--- config.mk ---
export PLATFORM = sky130hd
export DESIGN_NAME = strobed_register_output_mux
export DESIGN_NICKNAME = d
export VERILOG_FILES = /design/src/verilog/mux_out_pkg.sv /design/src/verilog/fifo_if.sv /design/src/verilog/xfer_fifo.sv /design/src/verilog/strobed_register_output_mux.sv
export SDC_FILE = /design/constraint.sdc
export NUM_CORES = 1
export LEC_CHECK = 0
export BUFFER_PORTS_ARGS = -buffer_cell sky130_fd_sc_hd__buf_2
export CAP_MARGIN = 20
export CORE_MARGIN = 2
export CORE_UTILIZATION = 45
export CTS_BUF_LIST = sky130_fd_sc_hd__clkbuf_4 sky130_fd_sc_hd__clkbuf_8
export DETAILED_ROUTE_END_ITERATION = 16
export SETUP_SLACK_MARGIN = 0.15
export SLEW_MARGIN = 20
export SYNTH_ARGS = -nofsm -noshare
export SYNTH_HDL_FRONTEND = slang
export SYNTH_HIERARCHICAL = 1
export SYNTH_SLANG_ARGS = --single-unit
--- constraint.sdc ---
create_clock -name pclk -period 4.05 [get_ports pclk]
set_input_delay 0.81 -clock pclk [delete_from_list [all_inputs] [get_ports pclk]]
set_output_delay 0.81 -clock pclk [all_outputs]
set_load 0.005 [all_outputs]
--- src/verilog/mux_out_pkg.sv ---
// Package with register map, field layouts and timing constants of the strobed output port
package mux_out_pkg;
  // Register byte offsets
  localparam logic [7:0] output_word_reference_0 = 8'h00;  // Channel select word
  localparam logic [7:0] output_word_reference_1 = 8'h04;  // Data word, launches transfer
  localparam logic [7:0] input_word_reference    = 8'h08;  // Channel echo word
  localparam logic [7:0] multiplexed_output_config = 8'h0c;
  localparam logic [7:0] status_reg              = 8'h10;
  // Config fields
  localparam int cfg_bcd_bit       = 0;
  localparam int cfg_strobe_hi_bit = 1;
  localparam int cfg_map_bcd_bit   = 2;
  localparam int cfg_word_map_bit  = 3;
  localparam logic [3:0] cfg_reset = 4'h0;  // Binary, true-low, binary map, bit mapping
  // Status fields
  localparam int st_busy_bit  = 0;
  localparam int st_err_bit   = 1;
  localparam int st_valid_bit = 2;
  localparam int st_level_lsb = 8;
  // Widths
  localparam int channels   = 8;
  localparam int data_width = 16;
  localparam int chan_width = 3;
  // Timing
  localparam int clk_mhz        = 100;
  localparam int strobe_us      = 200;
  localparam int strobe_cycles  = strobe_us * clk_mhz;
  localparam int setup_us       = 2;
  localparam int setup_cycles   = setup_us * clk_mhz;
  localparam int response_us    = 11300;
  localparam int response_cycles = response_us * clk_mhz;
  localparam int fifo_depth     = 16;
  typedef enum logic [1:0] {
    st_idle   = 2'b00,
    st_setup  = 2'b01,
    st_strobe = 2'b10,
    st_hold   = 2'b11
  } xfer_state_t;
endpackage

--- src/verilog/fifo_if.sv ---
// Interface carrying one FIFO port pair between the port logic and the queue
`timescale 1ns/1ns
`default_nettype none
interface fifo_if #(parameter int width = 19);
  logic             in_valid;
  logic             in_ready;
  logic [width-1:0] in_data;
  logic             out_valid;
  logic             out_ready;
  logic [width-1:0] out_data;
  modport writer (output in_valid, output in_data, input in_ready,
                  input out_valid, input out_data, output out_ready);
  modport queue  (input in_valid, input in_data, output in_ready,
                  output out_valid, output out_data, input out_ready);
endinterface
`default_nettype wire

--- src/verilog/xfer_fifo.sv ---
// Parameterised synchronous FIFO holding pending channel transfers
`timescale 1ns/1ns
`default_nettype none
module xfer_fifo #(
  parameter int width = 19,
  parameter int depth = 16
) (
  input  wire logic pclk,
  input  wire logic presetn,
  fifo_if.queue     port,
  output logic [$clog2(depth):0] level
);
  localparam int aw = $clog2(depth);
  logic [width-1:0] mem [depth];
  logic [aw-1:0]    wr_ptr;
  logic [aw-1:0]    rd_ptr;
  logic [aw:0]      count;
  logic             do_wr;
  logic             do_rd;

  assign port.in_ready  = (count != depth[aw:0]);
  assign port.out_valid = (count != '0);
  assign port.out_data  = mem[rd_ptr];
  assign do_wr = port.in_valid & port.in_ready;
  assign do_rd = port.out_valid & port.out_ready;
  assign level = count;

  // Storage write, no reset needed for the array
  always_ff @(posedge pclk) begin
    if (do_wr) begin
      mem[wr_ptr] <= port.in_data;
    end
  end

  // Pointers and fill count
  always_ff @(posedge pclk or negedge presetn) begin
    if (!presetn) begin
      wr_ptr <= '0;
      rd_ptr <= '0;
      count  <= '0;
    end else begin
      if (do_wr) begin
        wr_ptr <= (wr_ptr == aw'(depth - 1)) ? '0 : wr_ptr + 1'b1;
      end
      if (do_rd) begin
        rd_ptr <= (rd_ptr == aw'(depth - 1)) ? '0 : rd_ptr + 1'b1;
      end
      count <= count + (aw+1)'(do_wr) - (aw+1)'(do_rd);
    end
  end
endmodule
`default_nettype wire

--- src/verilog/strobed_register_output_mux.sv ---
// Strobed eight-channel register output port with APB register access
//
// Local design decisions: the APB slave port and the placing of the registers.
`timescale 1ns/1ns
`default_nettype none
module strobed_register_output_mux #(
  parameter int strobe_len  = mux_out_pkg::strobe_cycles,
  parameter int setup_len   = mux_out_pkg::setup_cycles,
  parameter int queue_depth = mux_out_pkg::fifo_depth
) (
  input  wire logic        pclk,
  input  wire logic        presetn,
  input  wire logic        psel,
  input  wire logic        penable,
  input  wire logic        pwrite,
  input  wire logic [7:0]  paddr,
  input  wire logic [31:0] pwdata,
  input  wire logic [3:0]  pstrb,
  output logic [31:0]      prdata,
  output logic             pready,
  output logic             pslverr,
  output logic [15:0]      field_data,
  output logic             field_data_oe,
  output logic [7:0]       field_strobe,
  output logic             format_is_bcd,
  output logic             format_error
);
  import mux_out_pkg::*;

  localparam int fw = chan_width + data_width;

  ////////////////////////////////////////////////////////////////////////////
  // Declarations
  logic [15:0]             chan_word;
  logic [15:0]             data_word;
  logic [3:0]              cfg;
  logic [chan_width-1:0]   echo_chan;
  logic                    echo_valid;
  logic                    xfer_err;
  logic                    wr_go;
  logic                    rd_go;
  logic                    data_hit;
  logic [$clog2(queue_depth):0] q_level;
  xfer_state_t             state;
  logic [chan_width-1:0]   cur_chan;
  logic [31:0]             timer;
  logic                    timer_done;
  fifo_if #(.width(fw))    q ();

  // Write data with byte enables applied onto a 32-bit image
  function automatic logic [31:0] merge(input logic [31:0] old, input logic [31:0] nw,
                                        input logic [3:0] be);
    logic [31:0] r;
    r = old;
    for (int i = 0; i < 4; i++) begin
      if (be[i]) begin
        r[i*8 +: 8] = nw[i*8 +: 8];
      end
    end
    return r;
  endfunction

  // Address decode used by both write and read paths
  function automatic logic mapped(input logic [7:0] a);
    return a == output_word_reference_0 || a == output_word_reference_1 ||
           a == input_word_reference || a == multiplexed_output_config || a == status_reg;
  endfunction

  ////////////////////////////////////////////////////////////////////////////
  // APB slave: single-cycle access, except a data write waits for queue room
  assign data_hit = psel && pwrite && paddr == output_word_reference_1;
  assign pready   = !(data_hit && !q.in_ready);     // Back-pressure from the queue
  assign pslverr  = psel && penable && !mapped(paddr);
  assign wr_go    = psel && penable && pready && pwrite && mapped(paddr);
  assign rd_go    = psel && !penable && !pwrite;

  // Host image: select word then data word, 32 bits in total
  always_ff @(posedge pclk or negedge presetn) begin
    if (!presetn) begin
      chan_word <= '0;
      data_word <= '0;
    end else if (wr_go && paddr == output_word_reference_0) begin
      chan_word <= 16'(merge({16'h0000, chan_word}, pwdata, pstrb));
    end else if (wr_go && paddr == output_word_reference_1) begin
      data_word <= 16'(merge({16'h0000, data_word}, pwdata, pstrb));
    end
  end

  // Format and polarity switches
  always_ff @(posedge pclk or negedge presetn) begin
    if (!presetn) begin
      cfg <= cfg_reset;
    end else if (wr_go && paddr == multiplexed_output_config) begin
      cfg <= 4'(merge({28'h0, cfg}, pwdata, pstrb));
    end
  end

  // Host map format against module format; BCD on both is flagged
  assign format_is_bcd = cfg[cfg_bcd_bit] ^ cfg[cfg_map_bcd_bit];
  assign format_error  = cfg[cfg_bcd_bit] & cfg[cfg_map_bcd_bit];

  // Queue a transfer on the data word write: one channel per host cycle
  assign q.in_valid = wr_go && paddr == output_word_reference_1;
  assign q.in_data  = {chan_word[chan_width-1:0],
                       16'(merge({16'h0000, data_word}, pwdata, pstrb))};

  // Read mux, registered at setup so data stands through the access phase
  always_ff @(posedge pclk or negedge presetn) begin
    if (!presetn) begin
      prdata <= '0;
    end else if (rd_go) begin
      unique case (paddr)
        output_word_reference_0:   prdata <= {16'h0000, chan_word};
        output_word_reference_1:   prdata <= {16'h0000, data_word};
        // Echo word is 16 bits wide
        input_word_reference:      prdata <= {16'h0000, 13'h0000, echo_chan};
        multiplexed_output_config: prdata <= {28'h0, cfg};
        status_reg: begin
          prdata <= '0;
          prdata[st_busy_bit]  <= state != st_idle || q.out_valid;
          prdata[st_err_bit]   <= xfer_err;
          prdata[st_valid_bit] <= echo_valid;
          prdata[st_level_lsb +: 8] <= 8'(q_level);
        end
        default:                   prdata <= '0;
      endcase
    end
  end

  ////////////////////////////////////////////////////////////////////////////
  // Pending transfers; the queue stalls the bus when full
  xfer_fifo #(.width(fw), .depth(queue_depth)) u_queue (
    .pclk    (pclk),
    .presetn (presetn),
    .port    (q.queue),
    .level   (q_level)
  );

  ////////////////////////////////////////////////////////////////////////////
  // Field sequencer: present data, strobe, hold
  assign timer_done   = (timer == '0);
  assign q.out_ready  = (state == st_idle);

  always_ff @(posedge pclk or negedge presetn) begin
    if (!presetn) begin
      state      <= st_idle;
      timer      <= '0;
      cur_chan   <= '0;
      field_data <= '0;
    end else begin
      unique case (state)
        st_idle: begin
          if (q.out_valid) begin
            // Shared data lines, channel picked only by its strobe
            field_data <= q.out_data[data_width-1:0];
            cur_chan   <= q.out_data[fw-1 -: chan_width];
            timer      <= 32'(setup_len - 1);
            state      <= st_setup;
          end
        end
        st_setup: begin
          if (timer_done) begin
            timer <= 32'(strobe_len - 1);  // 200 us pulse
            state <= st_strobe;
          end else begin
            timer <= timer - 1'b1;
          end
        end
        st_strobe: begin
          if (timer_done) begin
            timer <= 32'(setup_len - 1);
            state <= st_hold;
          end else begin
            timer <= timer - 1'b1;
          end
        end
        st_hold: begin
          // Data held after strobe so the target latches clean values
          if (timer_done) begin
            state <= st_idle;
          end else begin
            timer <= timer - 1'b1;
          end
        end
      endcase
    end
  end

  // Strobe lines with selected polarity, data frozen across the pulse
  always_ff @(posedge pclk or negedge presetn) begin
    if (!presetn) begin
      field_strobe <= '1;  // Idle high matches the true-low reset setting
    end else begin
      for (int i = 0; i < channels; i++) begin
        field_strobe[i] <= ((state == st_strobe) && cur_chan == chan_width'(i)) ^
                           !cfg[cfg_strobe_hi_bit];
      end
    end
  end

  assign field_data_oe = presetn;  // Data lines always driven while out of reset

  // Echo the finished channel; about 0.2 ms per entry, so a full queue meets 11.3 ms
  always_ff @(posedge pclk or negedge presetn) begin
    if (!presetn) begin
      echo_chan  <= '0;
      echo_valid <= 1'b0;
    end else if (state == st_strobe && timer_done) begin
      echo_chan  <= cur_chan;
      echo_valid <= 1'b1;
    end
  end

  // Sticky error: a transfer sent while the format pair is erroneous or data out of BCD range
  always_ff @(posedge pclk or negedge presetn) begin
    if (!presetn) begin
      xfer_err <= 1'b0;
    end else if (state == st_idle && q.out_valid && (format_error ||
                 (format_is_bcd && q.out_data[15:0] > 16'h9999))) begin
      xfer_err <= 1'b1;  // Set wins over clear
    end else if (wr_go && paddr == status_reg && pwdata[st_err_bit]) begin
      xfer_err <= 1'b0;
    end
  end
endmodule
`default_nettype wire

---- Word-level counts from Yosys, hierarchy flattened ----
Memory sizes are Yosys's and may differ from the RTL's.
Index checks and enable logic that the tools add are counted.
word-level totals
  register bits ........................... 147
  memory bits (writable) .................. 304
  bits of input ports ..................... 49
  memories ................................ 1
memories
  memory       words  width  read ports  clocked after memory_dff  write ports  RTL line         RTL
  u_queue.mem  16     19     1           0                         1            xfer_fifo.sv:14  logic [width-1:0] mem [depth];
cells by class
  add/subtract/negate cells ............... 5
  $lt $le $gt $ge ......................... 1
  eq/ne operators ......................... 22
  multiplexer cells ....................... 19
  bitwise logic cells ..................... 13
  reductions and logical operators ........ 53
operators with widths
  operator                                                              number
  32-bit two-way mux                                                    4
  32-bit one-hot mux with 4 select lines                                1
  16-bit one-hot mux with 5 select lines                                1
  32-bit logical NOT                                                    1
  32-bit by 1-bit subtractor with 32-bit output, second input constant  1
  1-bit logical AND                                                     27
  8-bit by 4-bit == test with 1-bit output, second input constant       2
  16-bit greater-than comparator, second input constant                 1
  8-bit two-way mux                                                     2
  3-bit == test, second input constant                                  4
  2-bit AND reduction                                                   6
  2-bit != test, second input constant                                  5
  1-bit bitwise XOR                                                     9
  4-bit by 1-bit adder with 4-bit output, second input constant         2
  4-bit == test, second input constant                                  2
  8-bit by 3-bit == test with 1-bit output, second input constant       1
  8-bit by 5-bit == test with 1-bit output, second input constant       1
  8-bit logical NOT                                                     1
  2-bit two-way mux                                                     4
  4-bit two-way mux                                                     2
  2-bit one-hot mux with 4 select lines                                 1
  3-bit by 2-bit == test with 1-bit output, second input constant       2
  1-bit logical NOT                                                     6
  1-bit logical OR                                                      6
  other kinds (14)                                                      21

---- Depth between registers and ports, before layout ----
  depth in word-level cells ............... 11
  depth in mapped cells ................... 18

---- Modules after synthesis ----
Netlist, hierarchy kept.
modules (own cells, without submodules)
  module                       times used  cells an instance  area an instance (um^2)  seq. area each (um^2)
  xfer_fifo                    1           604                12440.7                  9454.1
  strobed_register_output_mux  1           548                6190.9                   2962.8

---- Worst setup path after synthesis ----
No wires, ideal clock.
  path type ............................... input port to flip-flop
  from .................................... in paddr[1]
  to ...................................... mem u_queue.mem[0][0] (enable)
  library setup time ...................... 0.419 ns
  data arrival time ....................... 4.042 ns
  data required time ...................... 3.631 ns
  slack ................................... -0.411 ns
  stages on the path ...................... 9
  cell sequence ........................... or4_4 -> nor4b_2 -> nand2_1 -> nor2_4 -> buf_4 -> and2_1 -> clkbuf_1 -> nand2_1 -> nor3_1
on the way
  cells in the longest elaborated chain, start to end .. 11
ends and longest elaborated chain
  item                                         RTL line                                                                                                  RTL
  start, declared                              strobed_register_output_mux.sv:16                                                                         input wire logic [7:0] paddr,
  8-bit by 3-bit == test with 1-bit output     strobed_register_output_mux.sv:65, strobed_register_output_mux.sv:71, strobed_register_output_mux.sv:103
  1-bit logical AND                            strobed_register_output_mux.sv:71                                                                         assign data_hit = psel && pwrite && paddr == output_word_reference_1;
  1-bit logical AND                            strobed_register_output_mux.sv:72                                                                         assign pready = !(data_hit && !q.in_ready);
  1-bit logical NOT                            strobed_register_output_mux.sv:72
  1-bit logical AND (3 in a row)               strobed_register_output_mux.sv:74                                                                         assign wr_go = psel && penable && pready && pwrite && mapped(paddr);
  1-bit logical AND (*)                        strobed_register_output_mux.sv:103                                                                        assign q.in_valid = wr_go && paddr == output_word_reference_1;
  via q.in_valid                               fifo_if.sv:5                                                                                              logic in_valid;
  1-bit AND (*)                                xfer_fifo.sv:24                                                                                           assign do_wr = port.in_valid & port.in_ready;
  1-bit two-way mux (*)                        xfer_fifo.sv:30                                                                                           if (do_wr) begin
  1-bit two-way mux (implied by the code) (*)  xfer_fifo.sv:31                                                                                           mem[wr_ptr] <= port.in_data;
  end, declared                                xfer_fifo.sv:14
Mark *: on every way through the listed nets, which the timed path passes. The rest lies on a longest branch.

---- Final worst setup path ----
  from .................................... reg u_queue.rd_ptr[0]
  to ...................................... reg xfer_err
on the way
  cells in the longest elaborated chain, start to end .. 6
ends and longest elaborated chain
  item                                                     RTL line                            RTL
  start, declared                                          xfer_fifo.sv:16                     logic [aw-1:0] rd_ptr;
  start signal, assigned                                   xfer_fifo.sv:46                     rd_ptr <= (rd_ptr == aw'(depth - 1)) ? '0 : rd_ptr + 1'b1;
  memory 16 x 19 bit (*)                                   -
  via q.out_data[6]                                        fifo_if.sv:10                       logic [width-1:0] out_data;
  16-bit greater-than comparator (*)                       strobed_register_output_mux.sv:219  (format_is_bcd && q.out_data[15:0] > 16'h9999))) begin
  1-bit logical AND (*)                                    strobed_register_output_mux.sv:219
  1-bit logical OR (*)                                     strobed_register_output_mux.sv:218  end else if (state == st_idle && q.out_valid && (format_error ||
  1-bit logical AND (*)                                    strobed_register_output_mux.sv:218
  1-bit two-way mux or 2-bit nonzero test (tied branches)  -
  end signal, assigned                                     strobed_register_output_mux.sv:217  xfer_err <= 1'b0;
  end signal, assigned                                     strobed_register_output_mux.sv:220  xfer_err <= 1'b1;
  end signal, assigned                                     strobed_register_output_mux.sv:222  xfer_err <= 1'b0;
  end, declared                                            strobed_register_output_mux.sv:39   logic xfer_err;
Marked as above.
A chain may end at the register's enable or synchronous reset.

==> flow_metrics.env <==
export IMPL_leakage_nw=7.84
export IMPL_power_density_nw_per_um2=422
export IMPL_slew_headroom_pct=51.5
export IMPL_cts_tree="built"
export IMPL_drt_wl_total_um=41500
export IMPL_design_die_area_um2=43000
export IMPL_syn_inst=1152
export IMPL_maxSlewViolCount=0
export IMPL_vias=10700
export IMPL_dp_hpwl_um=27100
export IMPL_reg2reg_depth=10
export IMPL_r2r_start="u_queue/rd_ptr[0]$_DFFE_PN0P_"
export IMPL_startpoint_type="flip-flop"
export IMPL_gr_usage_met1_pct=26.8
export IMPL_vias_per_cell=5.69
export IMPL_ioPinCount=110
export IMPL_period_share_pct=85.8
export IMPL_drive_above_1_share_pct=31.4
export IMPL_hold_viol_final=0
export IMPL_num_fill_cells=3351
export IMPL_cts_max_path_buffers=3
export IMPL_start_util_pct=45.6
export IMPL_required_ps=4550
export IMPL_synth_area_per_cell_um2=16.2
export IMPL_globalRouteMet3Util_pct=3.52
export IMPL_synth_cell_types=82
export IMPL_synth_top_cell_by_area="edfxtp_1"
export IMPL_timing_worst_setup_path_type="flip-flop to flip-flop"
export IMPL_grtUsageTotal_pct=19.6
export IMPL_status="finished clean"
export IMPL_cts_max_level=3
export IMPL_arrival_ps=3980
export IMPL_grt_use_met2_pct=32.3
export IMPL_cts_root_buf="clkbuf_8"
export IMPL_hold_buffers=0
export IMPL_antenna_found_initial=0
export IMPL_maxCapViolations=0
export IMPL_synth_edff_count=304
export IMPL_drc_errors=0
export IMPL_min_path_type="input port to async pin"
export IMPL_endpoint_kind="flip-flop"
export IMPL_rsz0062_at_grt="false"
export IMPL_synthTopCellsByArea="edfxtp_1, dfrtp_1, mux4_2"
export IMPL_clk_latency_ps=640
export IMPL_num_rows=74
export IMPL_synth_top_area_share_pct=49.0
export IMPL_finalPower_mw=9.03
export IMPL_gr_total_overflow=0
export IMPL_ys_warn_count=6
export IMPL_final_nets=1361
export IMPL_synth_flop_cell="edfxtp_1"
export IMPL_grt_busiest_layer="met2"
export IMPL_path_max_fanout=26
export IMPL_grt_pass1_wl_um=64900
export IMPL_rrSetupSlack_ps=580
export IMPL_final_cell_mix="edfxtp_1, dfrtp_1, clkbuf_8, buf_2, mux2i_1"
export IMPL_dr_first_iter_drc_count=775
export IMPL_worst_pin_slew_ps=719
export IMPL_finClkSkew_ps=25.5
export IMPL_globalplace_congestion=0.784
export IMPL_cts_sink_count=435
export IMPL_io_buffers=75
export IMPL_dr_pass1_iters=6
export IMPL_area_growth_pct=14.7
export IMPL_clk_pin_slew_ps=60
export IMPL_vdd_drop_max_uv=292
export IMPL_wl_per_cell_um=22.1
export IMPL_syn_area_um2=18600
export IMPL_cts_setup_buffers=0
export IMPL_setup_viol=0
export IMPL_ys_seq_area_share_pct=66.6
export IMPL_min_period_ps=3470
export IMPL_grt_max_degree=50
export IMPL_synth_seq_cells=435
export IMPL_cts_resized=0
export IMPL_fmax_mhz=288
export IMPL_numCtsBuffers=73
export IMPL_n_antenna_cell=0
export IMPL_dieWidth_um=207
export IMPL_drtAntennaViolNets=0
export IMPL_asyncSetResetFlopFracSynth_pct=30.1
export IMPL_setup_tns_ps=0
export IMPL_fin_util_pct=52.3
export IMPL_dieHeight_um=207
export IMPL_final_common_cell="edfxtp_1"
export IMPL_grt_pass1_vias=11000
export IMPL_r2r_end="xfer_err$_DFFE_PN0P_"
export IMPL_core_um2=40800
[sequential cells by signal, indices dropped and copies added (netlist names), 4 cells and up]
signal / count
u_queue/mem: 304
timer: 32
chan_word: 16
data_word: 16
field_data: 16
prdata: 16
field_strobe: 8
u_queue/level: 5
cfg: 4
u_queue/rd_ptr: 4
u_queue/wr_ptr: 4
[final cells by class]
cell class | instances | area (um2) | area share, %
clock buffer | 112 | 1340 | 6.28
clock inverter | 20 | 159 | 0.744
inverter | 23 | 86.3 | 0.404
multi-input combinational | 631 | 5830 | 27.3
sequential | 435 | 12400 | 58.2
tap | 532 | 666 | 3.12
timing repair buffer | 130 | 857 | 4.01
[worst max-delay path by stage]
| stage | from | endpoint | slack [ps] | depth (start not counted) |
|---|---|---|---|---|
| floorplan | paddr[1] | u_queue/level[4]$_DFF_PN0_ | 170 | 17 |
| global placement | paddr[1] | u_queue/level[4]$_DFF_PN0_ | 330 | 16 |
| detailed placement | paddr[1] | u_queue/level[4]$_DFF_PN0_ | 310 | 16 |
| CTS | u_queue/rd_ptr[0]$_DFFE_PN0P_ | xfer_err$_DFFE_PN0P_ | 480 | 10 |
| global route | u_queue/rd_ptr[0]$_DFFE_PN0P_ | xfer_err$_DFFE_PN0P_ | 260 | 10 |
| finish | u_queue/rd_ptr[0]$_DFFE_PN0P_ | xfer_err$_DFFE_PN0P_ | 580 | 10 |
[per-stage QoR]
step | setup WS [ps] | hold slack (ps) | cells | instance area, um2
2_1_floorplan | 166 | 434 | 1167 | 18700
3_3_place_gp | 331 | 464 | 1751 | 19900
3_5_place_dp | 309 | 461 | 1751 | 19900
4_1_cts | 484 | 120 | 1883 | 21400
5_1_grt | 256 | 140 | 1883 | 21400
6_report | 576 | 125 | 1883 | 21400
[worst max-delay path, cell delays in order, from the launching register on]
cell and delay (ps):
dfrtp_4 620, buf_4 530, mux4_2 570, a32oi_1 200, o21ai_0 190, nor2_1 140
nand2_1 80, a311o_1 410, a311oi_1 330, buf_4 190, o21ai_0 80
[layer usage]
layer	vias to the layer above	part of all wire (%)	wire length, um
met1	5601	45	18500
li1	4821	-	-
met2	227	50	20600
met3	65	3.9	1620
met5	-	0	0
met4	0	1.9	806
[Yosys cell counts (all sizes together) (5+ instances only)]
master / number
mux2i: 60
and2: 7
nor2: 41
edfxtp: 304
inv: 23
nand3: 11
mux2: 77
nand2: 46
o41ai: 7
nor3: 14
or2: 6
ha: 17
nor4: 9
xnor2: 9
dfrtp: 123
or4: 13
a32oi: 20
nand4: 10
clkbuf: 28
o31ai: 13
a21oi: 28
dfstp: 8
nand2b: 5
xor2: 6
buf: 50
o21ai: 48
a22oi: 31
mux4: 59
a222oi: 5
o211ai: 10
or3: 15
[power breakdown]
group          internal (mW)  switching [mW]  total (mW)
Combinational         0.0812           0.149       0.230
Clock                   2.20            1.79        3.99
Sequential              4.79          0.0219        4.81
Total                   7.07            1.96        9.03
[cell families after synthesis]
group / Yosys count / synth area share, %
adders and majority gates: 18 / 1.25
muxes: 196 / 15.0
other: 1 / 0.0201
and+or+nand+nor: 199 / 6.45
DFF: 435 / 66.6
AOI/OAI and AO/OA: 187 / 7.07
buffers and inverters: 101 / 2.81
xor gates and xnor gates: 15 / 0.705
Note: power is estimated with default switching activity, not from simulation.
